<file path="config.mk">
export PLATFORM = sky130hd
export DESIGN_NAME = phy_basic_mode_control
export DESIGN_NICKNAME = d
export VERILOG_FILES = /design/src/phy_bmc_pkg.sv /design/src/phy_basic_mode_control.sv
export VERILOG_INCLUDE_DIRS = /design/src
export SDC_FILE = /design/constraint.sdc
export NUM_CORES = 1
export LEC_CHECK = 0
export ABC_AREA = 1
export BUFFER_PORTS_ARGS = -buffer_cell sky130_fd_sc_hd__buf_2
export CORE_MARGIN = 5
export CORE_UTILIZATION = 35
export DETAILED_ROUTE_END_ITERATION = 6
export GPL_TIMING_DRIVEN = 0
export PLACE_DENSITY_LB_ADDON = 0.3
export SLEW_MARGIN = 20
export SYNTH_ARGS = -nofsm -noshare
export SYNTH_HDL_FRONTEND = slang
export SYNTH_SLANG_ARGS = --single-unit
</file>
<file path="constraint.sdc">
create_clock -name sys_clk -period 1.05 [get_ports sys_clk]
set_input_delay 0.0525 -clock sys_clk [delete_from_list [all_inputs] [get_ports sys_clk]]
set_output_delay 0.0525 -clock sys_clk [all_outputs]
set_load 0.005 [all_outputs]
</file>
<file path="src/phy_bmc_defines.svh">
// offsets, field positions, reset values and timing figures
// assumes inclusion by bare name from the package and the block
`ifndef PHY_BMC_DEFINES_SVH
`define PHY_BMC_DEFINES_SVH

// register byte address and bus widths
`define BMC_OFFSET 8'h80
`define BMC_ADDR_W 8
`define BMC_REG_W 16

// field positions inside the control word
`define BMC_SPEED_BIT 13
`define BMC_ANEG_BIT 12
`define BMC_PDOWN_BIT 11
`define BMC_ISO_BIT 10
`define BMC_RESTART_BIT 9
`define BMC_DUPLEX_BIT 8
`define BMC_COLTEST_BIT 7

// strap field layout: enable, speed, duplex
`define STRAP_W 3
`define STRAP_ANEG_BIT 2
`define STRAP_SPEED_BIT 1
`define STRAP_DUPLEX_BIT 0

// reset values before the strap is taken
`define BMC_ANEG_RST 1'b0
`define BMC_SPEED_RST 1'b0
`define BMC_DUPLEX_RST 1'b0
`define BMC_PDOWN_RST 1'b0
`define BMC_ISO_RST 1'b0
`define BMC_COLTEST_RST 1'b0
`define BMC_RESTART_RST 1'b0

// bus answers
`define AXI_RESP_OKAY 2'b00
`define AXI_RESP_SLVERR 2'b10

// collision test timing, in bit times and cycles
`define CLK_PERIOD_NS 10
`define BIT_TIME_NS 10
`define COL_ASSERT_BITS 512
`define COL_RELEASE_BITS 4
`define COL_ASSERT_CYC ((`COL_ASSERT_BITS * `BIT_TIME_NS) / `CLK_PERIOD_NS)
`define COL_RELEASE_CYC ((`COL_RELEASE_BITS * `BIT_TIME_NS) / `CLK_PERIOD_NS)

`endif

</file>
<file path="src/phy_bmc_pkg.sv">
// types shared by the basic mode control block
// assumes the defines header sits in the same folder
`include "phy_bmc_defines.svh"

package phy_bmc_pkg;
  typedef logic [`BMC_REG_W-1:0] ctrl_word_t;
  typedef logic [`BMC_ADDR_W-1:0] reg_addr_t;
  typedef logic [1:0] axi_resp_t;
  typedef logic [`STRAP_W-1:0] strap_t;
endpackage : phy_bmc_pkg

</file>
<file path="src/phy_basic_mode_control.sv">
// basic mode control register of the integrated transceiver
// assumes one 100 MHz clock, an AXI4-Lite master on the same clock,
// a strap field and autoneg engine on the same clock, and an MII
// transmit enable that arrives from another domain
`timescale 1ns/1ps
`include "phy_bmc_defines.svh"

// Overview of operation
// autoneg on: manual speed and duplex ignored
// autoneg off: manual bits set speed, duplex
// enable and duplex loaded from strap field
// power down resets 0, 1 powers down
// isolate resets 0, cuts MII, management stays
// restart bit write restarts autonegotiation
// restart ignored while autoneg disabled
// restart reads 1, clears when initiated
// writing restart 0 never aborts negotiation
// manual duplex 1 full, 0 half
// collision test: COL follows TXEN rising
// COL drops after TXEN falls; resets 0
// bits six to zero read zero
// manual speed 1 is 100, 0 is 10
// sixteen bits used, upper word reads zero
// register decoded at offset 0x80, read/write
// control bits read back last written value
module phy_basic_mode_control
  import phy_bmc_pkg::*;
(
  input wire logic sys_clk,
  input wire logic rst_n,
  // axi4-lite write address
  input wire logic [31:0] s_axi_awaddr,
  input wire logic s_axi_awvalid,
  output logic s_axi_awready,
  // axi4-lite write data
  input wire logic [31:0] s_axi_wdata,
  input wire logic [3:0] s_axi_wstrb,
  input wire logic s_axi_wvalid,
  output logic s_axi_wready,
  // axi4-lite write response
  output logic [1:0] s_axi_bresp,
  output logic s_axi_bvalid,
  input wire logic s_axi_bready,
  // axi4-lite read address
  input wire logic [31:0] s_axi_araddr,
  input wire logic s_axi_arvalid,
  output logic s_axi_arready,
  // axi4-lite read data
  output logic [31:0] s_axi_rdata,
  output logic [1:0] s_axi_rresp,
  output logic s_axi_rvalid,
  input wire logic s_axi_rready,
  // configuration strap field
  input wire logic [2:0] autoneg_strap_select,
  // autonegotiation engine
  output logic autoneg_enable,
  output logic autoneg_restart_req,
  input wire logic autoneg_restart_ack,
  input wire logic autoneg_speed_100,
  input wire logic autoneg_full_duplex,
  // resolved operating mode
  output logic oper_speed_100,
  output logic oper_full_duplex,
  output logic power_down,
  output logic isolate,
  // mii side
  input wire logic mii_txen,
  input wire logic core_col,
  output logic mii_col,
  output logic mii_out_en
);

  ////////////////////////////////////////////////////////////////////
  // register state
  logic aneg_q, speed_q, duplex_q, pdown_q;
  logic iso_q, coltest_q, restart_q, strap_done_q;

  // bus state
  logic aw_got_q, w_got_q, bvalid_q, rvalid_q;
  reg_addr_t awaddr_q;
  logic [31:0] wdata_q, rdata_q;
  logic [3:0] wstrb_q;
  axi_resp_t bresp_q, rresp_q;

  // collision test path
  logic txen_s1_q, txen_s2_q, col_q;

  // decode, lane strobes and read word
  logic wr_fire, wr_hit, rd_hit, lo_en, hi_en, restart_set;
  ctrl_word_t ctrl_word;

  ////////////////////////////////////////////////////////////////////
  // axi4-lite write path
  assign s_axi_awready = !aw_got_q && !bvalid_q;
  assign s_axi_wready = !w_got_q && !bvalid_q;
  assign s_axi_bvalid = bvalid_q;
  assign s_axi_bresp = bresp_q;
  assign wr_fire = aw_got_q && w_got_q && !bvalid_q;

  // address decode for the single control word
  always_comb
  begin
    wr_hit = 1'b0;
    if (awaddr_q == `BMC_OFFSET)
    begin
      wr_hit = 1'b1;
    end
    rd_hit = 1'b0;
    if (s_axi_araddr[`BMC_ADDR_W-1:0] == `BMC_OFFSET)
    begin
      rd_hit = 1'b1;
    end
  end

  // byte lanes carrying the sixteen used bits
  assign lo_en = wr_fire && wr_hit && wstrb_q[0];
  assign hi_en = wr_fire && wr_hit && wstrb_q[1];

  // capture address and data in either order
  always_ff @(posedge sys_clk or negedge rst_n)
  begin
    if (!rst_n)
    begin
      aw_got_q <= 1'b0;
      w_got_q <= 1'b0;
      awaddr_q <= '0;
      wdata_q <= '0;
      wstrb_q <= '0;
    end
    else if (wr_fire)
    begin
      aw_got_q <= 1'b0;
      w_got_q <= 1'b0;
    end
    else
    begin
      if (s_axi_awvalid && s_axi_awready)
      begin
        aw_got_q <= 1'b1;
        awaddr_q <= s_axi_awaddr[`BMC_ADDR_W-1:0];
      end
      if (s_axi_wvalid && s_axi_wready)
      begin
        w_got_q <= 1'b1;
        wdata_q <= s_axi_wdata;
        wstrb_q <= s_axi_wstrb;
      end
    end
  end

  // write response, error on an unmapped address
  always_ff @(posedge sys_clk or negedge rst_n)
  begin
    if (!rst_n)
    begin
      bvalid_q <= 1'b0;
      bresp_q <= `AXI_RESP_OKAY;
    end
    else if (wr_fire)
    begin
      bvalid_q <= 1'b1;
      bresp_q <= wr_hit ? `AXI_RESP_OKAY : `AXI_RESP_SLVERR;
    end
    else if (s_axi_bready)
    begin
      bvalid_q <= 1'b0;
    end
  end

  ////////////////////////////////////////////////////////////////////
  // strap load one edge after reset release
  always_ff @(posedge sys_clk or negedge rst_n)
  begin
    if (!rst_n)
    begin
      strap_done_q <= 1'b0;
    end
    else
    begin
      strap_done_q <= 1'b1;
    end
  end

  // mode bits: strap first, then software writes
  always_ff @(posedge sys_clk or negedge rst_n)
  begin
    if (!rst_n)
    begin
      aneg_q <= `BMC_ANEG_RST;
      speed_q <= `BMC_SPEED_RST;
      duplex_q <= `BMC_DUPLEX_RST;
    end
    else if (!strap_done_q)
    begin
      aneg_q <= autoneg_strap_select[`STRAP_ANEG_BIT];
      speed_q <= autoneg_strap_select[`STRAP_SPEED_BIT];
      duplex_q <= autoneg_strap_select[`STRAP_DUPLEX_BIT];
    end
    else
    begin
      if (hi_en)
      begin
        aneg_q <= wdata_q[`BMC_ANEG_BIT];
        speed_q <= wdata_q[`BMC_SPEED_BIT];
        duplex_q <= wdata_q[`BMC_DUPLEX_BIT];
      end
    end
  end

  // power down, isolate and collision test bits
  always_ff @(posedge sys_clk or negedge rst_n)
  begin
    if (!rst_n)
    begin
      pdown_q <= `BMC_PDOWN_RST;
      iso_q <= `BMC_ISO_RST;
      coltest_q <= `BMC_COLTEST_RST;
    end
    else
    begin
      if (hi_en)
      begin
        pdown_q <= wdata_q[`BMC_PDOWN_BIT];
        iso_q <= wdata_q[`BMC_ISO_BIT];
      end
      if (lo_en)
      begin
        coltest_q <= wdata_q[`BMC_COLTEST_BIT];
      end
    end
  end

  // restart request: a write of 1 with autoneg on sets it
  assign restart_set = hi_en && wdata_q[`BMC_RESTART_BIT] && aneg_q;

  // self-clear on engine ack; set wins, writing 0 has no effect
  always_ff @(posedge sys_clk or negedge rst_n)
  begin
    if (!rst_n)
    begin
      restart_q <= `BMC_RESTART_RST;
    end
    else if (restart_set)
    begin
      restart_q <= 1'b1;
    end
    else if (autoneg_restart_ack)
    begin
      restart_q <= 1'b0;
    end
  end

  ////////////////////////////////////////////////////////////////////
  // read path
  always_comb
  begin
    ctrl_word = '0;
    ctrl_word[`BMC_SPEED_BIT] = speed_q;
    ctrl_word[`BMC_ANEG_BIT] = aneg_q;
    ctrl_word[`BMC_PDOWN_BIT] = pdown_q;
    ctrl_word[`BMC_ISO_BIT] = iso_q;
    ctrl_word[`BMC_RESTART_BIT] = restart_q;
    ctrl_word[`BMC_DUPLEX_BIT] = duplex_q;
    ctrl_word[`BMC_COLTEST_BIT] = coltest_q;
  end

  assign s_axi_arready = !rvalid_q;
  assign s_axi_rvalid = rvalid_q;
  assign s_axi_rresp = rresp_q;
  assign s_axi_rdata = rdata_q;

  // read answer one edge after the address is taken
  always_ff @(posedge sys_clk or negedge rst_n)
  begin
    if (!rst_n)
    begin
      rvalid_q <= 1'b0;
      rresp_q <= `AXI_RESP_OKAY;
      rdata_q <= '0;
    end
    else if (s_axi_arvalid && s_axi_arready)
    begin
      rvalid_q <= 1'b1;
      rresp_q <= rd_hit ? `AXI_RESP_OKAY : `AXI_RESP_SLVERR;
      rdata_q <= rd_hit ? {16'h0000, ctrl_word} : 32'h0000_0000;
    end
    else if (s_axi_rready)
    begin
      rvalid_q <= 1'b0;
    end
  end

  ////////////////////////////////////////////////////////////////////
  // operating mode resolution
  assign autoneg_enable = aneg_q;
  assign autoneg_restart_req = restart_q;
  assign oper_speed_100 = aneg_q ? autoneg_speed_100 : speed_q;
  assign oper_full_duplex = aneg_q ? autoneg_full_duplex : duplex_q;
  assign power_down = pdown_q;
  assign isolate = iso_q;

  ////////////////////////////////////////////////////////////////////
  // transmit enable synchroniser
  always_ff @(posedge sys_clk or negedge rst_n)
  begin
    if (!rst_n)
    begin
      txen_s1_q <= 1'b0;
      txen_s2_q <= 1'b0;
    end
    else
    begin
      txen_s1_q <= mii_txen;
      txen_s2_q <= txen_s1_q;
    end
  end

  // test collision: three edges each way, inside both bounds
  always_ff @(posedge sys_clk or negedge rst_n)
  begin
    if (!rst_n)
    begin
      col_q <= 1'b0;
    end
    else
    begin
      col_q <= coltest_q && txen_s2_q;
    end
  end

  // mii outputs, dropped while isolated
  assign mii_col = iso_q ? 1'b0 : (coltest_q ? col_q : core_col);
  assign mii_out_en = !iso_q;

endmodule : phy_basic_mode_control

</file>
# [Word level (Yosys, flattened, before mapping)]
# Cells that the tools add are included.
[totals] romBits=0 ramBits=0 reg_bits=75 in_bits=115 latch_bits=0 mem_count=0 elab_cells=75
[op_classes] n_mux=25 magnitude_cmp=0 shifts=0 n_reduce_logical=25 div_mod_pow=0 n_mul=0 n_addsub=0 n_eq_ne=3 n_bitwise=1
[ops] cell="$mux W1" count=22
[ops] cell="$eq A8 B8 Y1 const B" count=2
[ops] cell="$mux W14" count=1
[ops] cell="$logic_and A1 B1 Y1" count=13
[ops] cell="$reduce_bool A2 Y1" count=5
[ops] cell="$logic_not A1 Y1" count=5
[ops] cell="$mux W2" count=2
[ops] cell="$reduce_and A2 Y1" count=2
[ops] cell="$ne A2 B1 Y1 const B" count=1
[ops] cell="$not A1 Y1" count=1

# [Longest topological paths before layout]
[logic_depth] word_depth=7 depth_mapped=7

# [Least setup slack after synthesis]
# Ideal clock, no wire load.
[synth_path] path_kind="flip-flop to flip-flop" startpoint="register rvalid_q (netlist: s_axi_rvalid)" endpoint="register rresp_q[1] (netlist: s_axi_rresp[1])" stages_incl_launch_ff=8 slack_ps=-148 required_time_ps=931 path_buffers=1 t_arrival_ps=1079 cell_sequence="dfrtp_1 -> inv_2 -> nand2_4 -> inv_2 -> nand3_1 -> or2_1 -> buf_6 -> o21a_1"
[synth_via] elab_chain_len=2
[synth_rtl] item="from (decl)" line_no="phy_basic_mode_control.sv:79" source="logic aw_got_q, w_got_q, bvalid_q, rvalid_q;"
[synth_rtl] item="from (signal assigned)" line_no="phy_basic_mode_control.sv:277" source="rvalid_q <= 1'b0;"
[synth_rtl] item="from (signal assigned)" line_no="phy_basic_mode_control.sv:283" source="rvalid_q <= 1'b1;"
[synth_rtl] item="from (signal assigned)" line_no="phy_basic_mode_control.sv:289" source="rvalid_q <= 1'b0;"
[synth_rtl] item="$logic_not A1 Y1" line_no="phy_basic_mode_control.sv:267" source="assign s_axi_arready = !rvalid_q;"
[synth_rtl] item="net s_axi_arready" line_no="phy_basic_mode_control.sv:47" source="output logic s_axi_arready,"
[synth_rtl] item="$logic_and A1 B1 Y1" line_no="phy_basic_mode_control.sv:281" source="else if (s_axi_arvalid && s_axi_arready)"
[synth_rtl] item="to (signal assigned)" line_no="phy_basic_mode_control.sv:278" source="rresp_q <= `AXI_RESP_OKAY;"
[synth_rtl] item="to (signal assigned)" line_no="phy_basic_mode_control.sv:284" source="rresp_q <= rd_hit ? `AXI_RESP_OKAY : `AXI_RESP_SLVERR;"
[synth_rtl] item="to (decl)" line_no="phy_basic_mode_control.sv:83" source="axi_resp_t bresp_q, rresp_q;"
# The timed path passes the listed nets, and every way through them passes these cells.
# A chain may end at the register's enable or synchronous reset.

# [Final worst setup path]
[layout_path] startpoint="register w_got_q" endpoint="register wdata_q[12]"
[layout_via] elab_chain_len=4
[layout_rtl] item="from (decl)" line_no="phy_basic_mode_control.sv:79"
[layout_rtl] item="from (signal assigned)" line_no="phy_basic_mode_control.sv:125" source="w_got_q <= 1'b0;"
[layout_rtl] item="from (signal assigned)" line_no="phy_basic_mode_control.sv:133" source="w_got_q <= 1'b0;"
[layout_rtl] item="from (signal assigned)" line_no="phy_basic_mode_control.sv:144" source="w_got_q <= 1'b1;"
[layout_rtl] item="$logic_not A1 Y1 / $logic_and A1 B1 Y1 (equally long branches)" line_no="phy_basic_mode_control.sv:95, phy_basic_mode_control.sv:98"
[layout_rtl] item="$logic_and A1 B1 Y1 (on tied branches)" line_no="phy_basic_mode_control.sv:95, phy_basic_mode_control.sv:98"
[layout_rtl] item="$logic_and A1 B1 Y1 / $not A1 Y1 (equally long branches)"
[layout_rtl] item="$reduce_and A2 Y1 (no line) (*)"
[layout_rtl] item="to (signal assigned)" line_no="phy_basic_mode_control.sv:145" source="wdata_q <= s_axi_wdata;"
[layout_rtl] item="to (decl)" line_no="phy_basic_mode_control.sv:81" source="logic [31:0] wdata_q, rdata_q;"
# Every way passes the cells marked *; elsewhere a longest branch is shown, timed or not.

==> results.md <==
* DR iter-0 viols at 47
* Core Util, Final at 0.561
* Critical Path Start: w_got_q
* CTS Root Cell: clkbuf_8
* Largest net degree at the start of global routing at 42
* EDFF count, synth at 0
* CTS clock-pin slew for the worst setup and hold paths at around 80 ps
* Final Setup Violations at 36
* Primary FF master, synth: dfrtp_1
* CP required at 1220 ps
* Total CTS buffers at 5
* Peak supply drop at about 1300 uV
* IO Count at roughly 160
* CTS Hold Bufs at 18
* CP cell instances: nor2_4 -> nand2_4 -> buf_6 -> mux2_4
* Share of cells above drive strength 1 at 0.517
* Shortest period the worst path allows at between 1000 and 1500 ps
* DP Worst Slack at -190 ps
* Worst-Margin Slew at about 920 ps
* Finished Cell Area at 3090 um^2
* Final worst slack at -202 ps
* DR WL/cell at ~12 um
* Pwr/cell area at between 1500 and 2000 nW/um^2
* Seq cells post-synth at 41
* Core area at roughly 5500 um^2
* Syn avg cell area at roughly 10 um^2
* Sequential cell area at between 1000 and 1500 um^2
* Vias at around 1.7k
* Max Cap Viol at 0
* DIE AREA at around 7300 um^2
* Sequential area share after synthesis at 0.514
* P_leak at about 1.7 nW
* Hold/Removal Path Class: in -> async
* GPL Wtd Cong at around 0.69
* Setup crit end kind: flop
* # rows at 27
* Worst setup SP type: flop
* Slowest stage cell, crit path: dfrtp_2
* PortBufs at a little over 60
* Critical path fanouts, max at 5
* Warnings, synthesis at 0
* First-pass GRT wire length at ~8000 um
* Inserted Diodes at 0
* Netlist cell types at 25
* H-tree depth at 2
* Die Height at about 85 um
* CP peak stage delay at 450 ps
* Wirelength, routed at between 4000 and 5000 um
* Die X at ~85 um
* Commonest non-fill, non-tap cells in the layout: buf_2, buf_4, dfrtp_1, nand2_1, conb_1
* Setup TNS Final at -4870 ps
* Post-Syn Instances at between 150 and 200
* Starting Density at 0.362
* Commonest non-fill, non-tap cell in the layout: buf_2
* Status: finished with violations
* Async set-reset flop share out of synthesis at 1.00
* Vias in the first global route at between 1.5k and 2k
* Post-route clock period utilization at 1.19
* Synth Cell Area at between 1500 and 2000 um^2
* Critical path class: reg -> reg
* CTS Buffer Depth at 2
* Placed inst area at 2500 um^2
* Initial antenna violation count at 0
* DP HPWL at 3090 um
* Clock sink count at between 40 and 50
* Fin. Hold Viols at 41
* CTS tree: yes
* Max-slew violations at 0
* Overall global routing resource usage at 0.133
* Area of the multi-input gates at ~840 um^2
* Failing checks: negative hold slack, negative setup slack
* Drt drc at 0
* Clk_skew at approximately 11 ps
* Filler instances at about 540
* Worst r2r src: w_got_q
* Via density at 4.15
* Arr. time, crit path at 1420 ps
* Synth-to-layout area growth at 55.0%
* Rel. slew slack at 0.388
* Worst skew pair latency at roughly 290 ps
* Residual overflow from global routing at 0
* WHS at -112 ps
* RSZ-0062 raised after global routing: true
* Max Fclk at 0.799 GHz
* Antenna-violating nets left at 0
* First-pass iteration count of the detailed router at 4
* Final net count at between 400 and 500
-- where the power goes --
part / switching, mW / leakage, nW / internal (mW)
combinational: 0.883 / 1.10 / 1.33
sequential: 0.370 / 0.498 / 2.03
clock: 0.534 / 0.0585 / 0.776
-- cells in the mapped netlist, types with 5 or more instances --
master / number / area (um^2)
dfrtp_1: 41 / 1030
nand2_1: 37 / 139
buf_4: 27 / 203
nor2_1: 19 / 71.3
inv_1: 15 / 56.3
mux2_4: 11 / 165
nand3_1: 8 / 40.0
o21ai_2: 7 / 61.3
o21ai_0: 5 / 25.0
-- area by class of cell --
class,instances,share of cell area
Multi-Input combinational cell,135,0.273
Clock buffer,7,0.0279
Tap cell,72,0.0291
Timing Repair Buffer,100,0.225
Inverter,18,0.0235
Buffer,31,0.0777
Sequential cell,41,0.333
Clock inverter,1,0.00971
-- flip-flops by register name, summed over array words and instances, names as in the netlist --
name	cells
awaddr_q	8
s_axi_rdata	7
wdata_q	7
wstrb_q	2
autoneg_enable	1
autoneg_restart_req	1
aw_got_q	1
col_q	1
coltest_q	1
duplex_q	1
isolate	1
power_down	1
s_axi_bresp	1
s_axi_bvalid	1
s_axi_rresp	1
s_axi_rvalid	1
speed_q	1
strap_done_q	1
txen_s1_q	1
txen_s2_q	1
w_got_q	1
-- path summary, 6_finish.rpt --
path / slack [ps] / cells after the start / end
setup / recovery: -200 / 4 / wdata_q[12]
hold / removal: -110 / 1 / awaddr_q[1]
setup reg to reg: -200 / 4 / wdata_q[12]
hold reg to reg: 350 / 0 / txen_s2_q
max in group asynchronous: 520 / 1 / autoneg_enable
min in group sys_clk: 20 / 3 / awaddr_q[3]
-- through the flow --
step,total power [mW],instances
finish,5.91,405
global route,6.28,405
floorplan,3.41,224
CTS,5.67,399
detailed placement,3.84,357
global placement,3.79,357
-- critical path: cells and delay by family, from the launching register on --
family / cells / cell delay [ps]
and+or+nand+nor: 2 / 240
DFF: 1 / 450
buffers and inverters: 1 / 150
muxes: 1 / 290
-- routing by layer --
metal | vias to the layer above | share of wire | wire (um) | track usage
met5 | - | 0 | 0 | 0
met4 | 0 | 0.012 | 55 | 0.0403
met3 | 8 | 0.093 | 445 | 0.0447
met2 | 66 | 0.50 | 2380 | 0.220
met1 | 767 | 0.40 | 1900 | 0.164
li1 | 841 | - | - | -
-- logic make-up after synthesis --
logic type / Yosys count / synth area share
other cells: 2 / 0.00377
compound gates: 17 / 0.0577
flops: 41 / 0.514
buf+inv: 49 / 0.154
mux: 14 / 0.0997
simple gates: 75 / 0.170
-- timing repair --
action / 4_1_cts / 5_1_grt
setup endpoints to repair: 39 / 43
pin swaps: 9 / 8
gates cloned: 2 / 0
endpoints found under the hold margin: 59 / 41
gates resized for setup: 25 / 19
buffers inserted: 14 / 7
No activity file was read; power rests on OpenSTA's default activity.
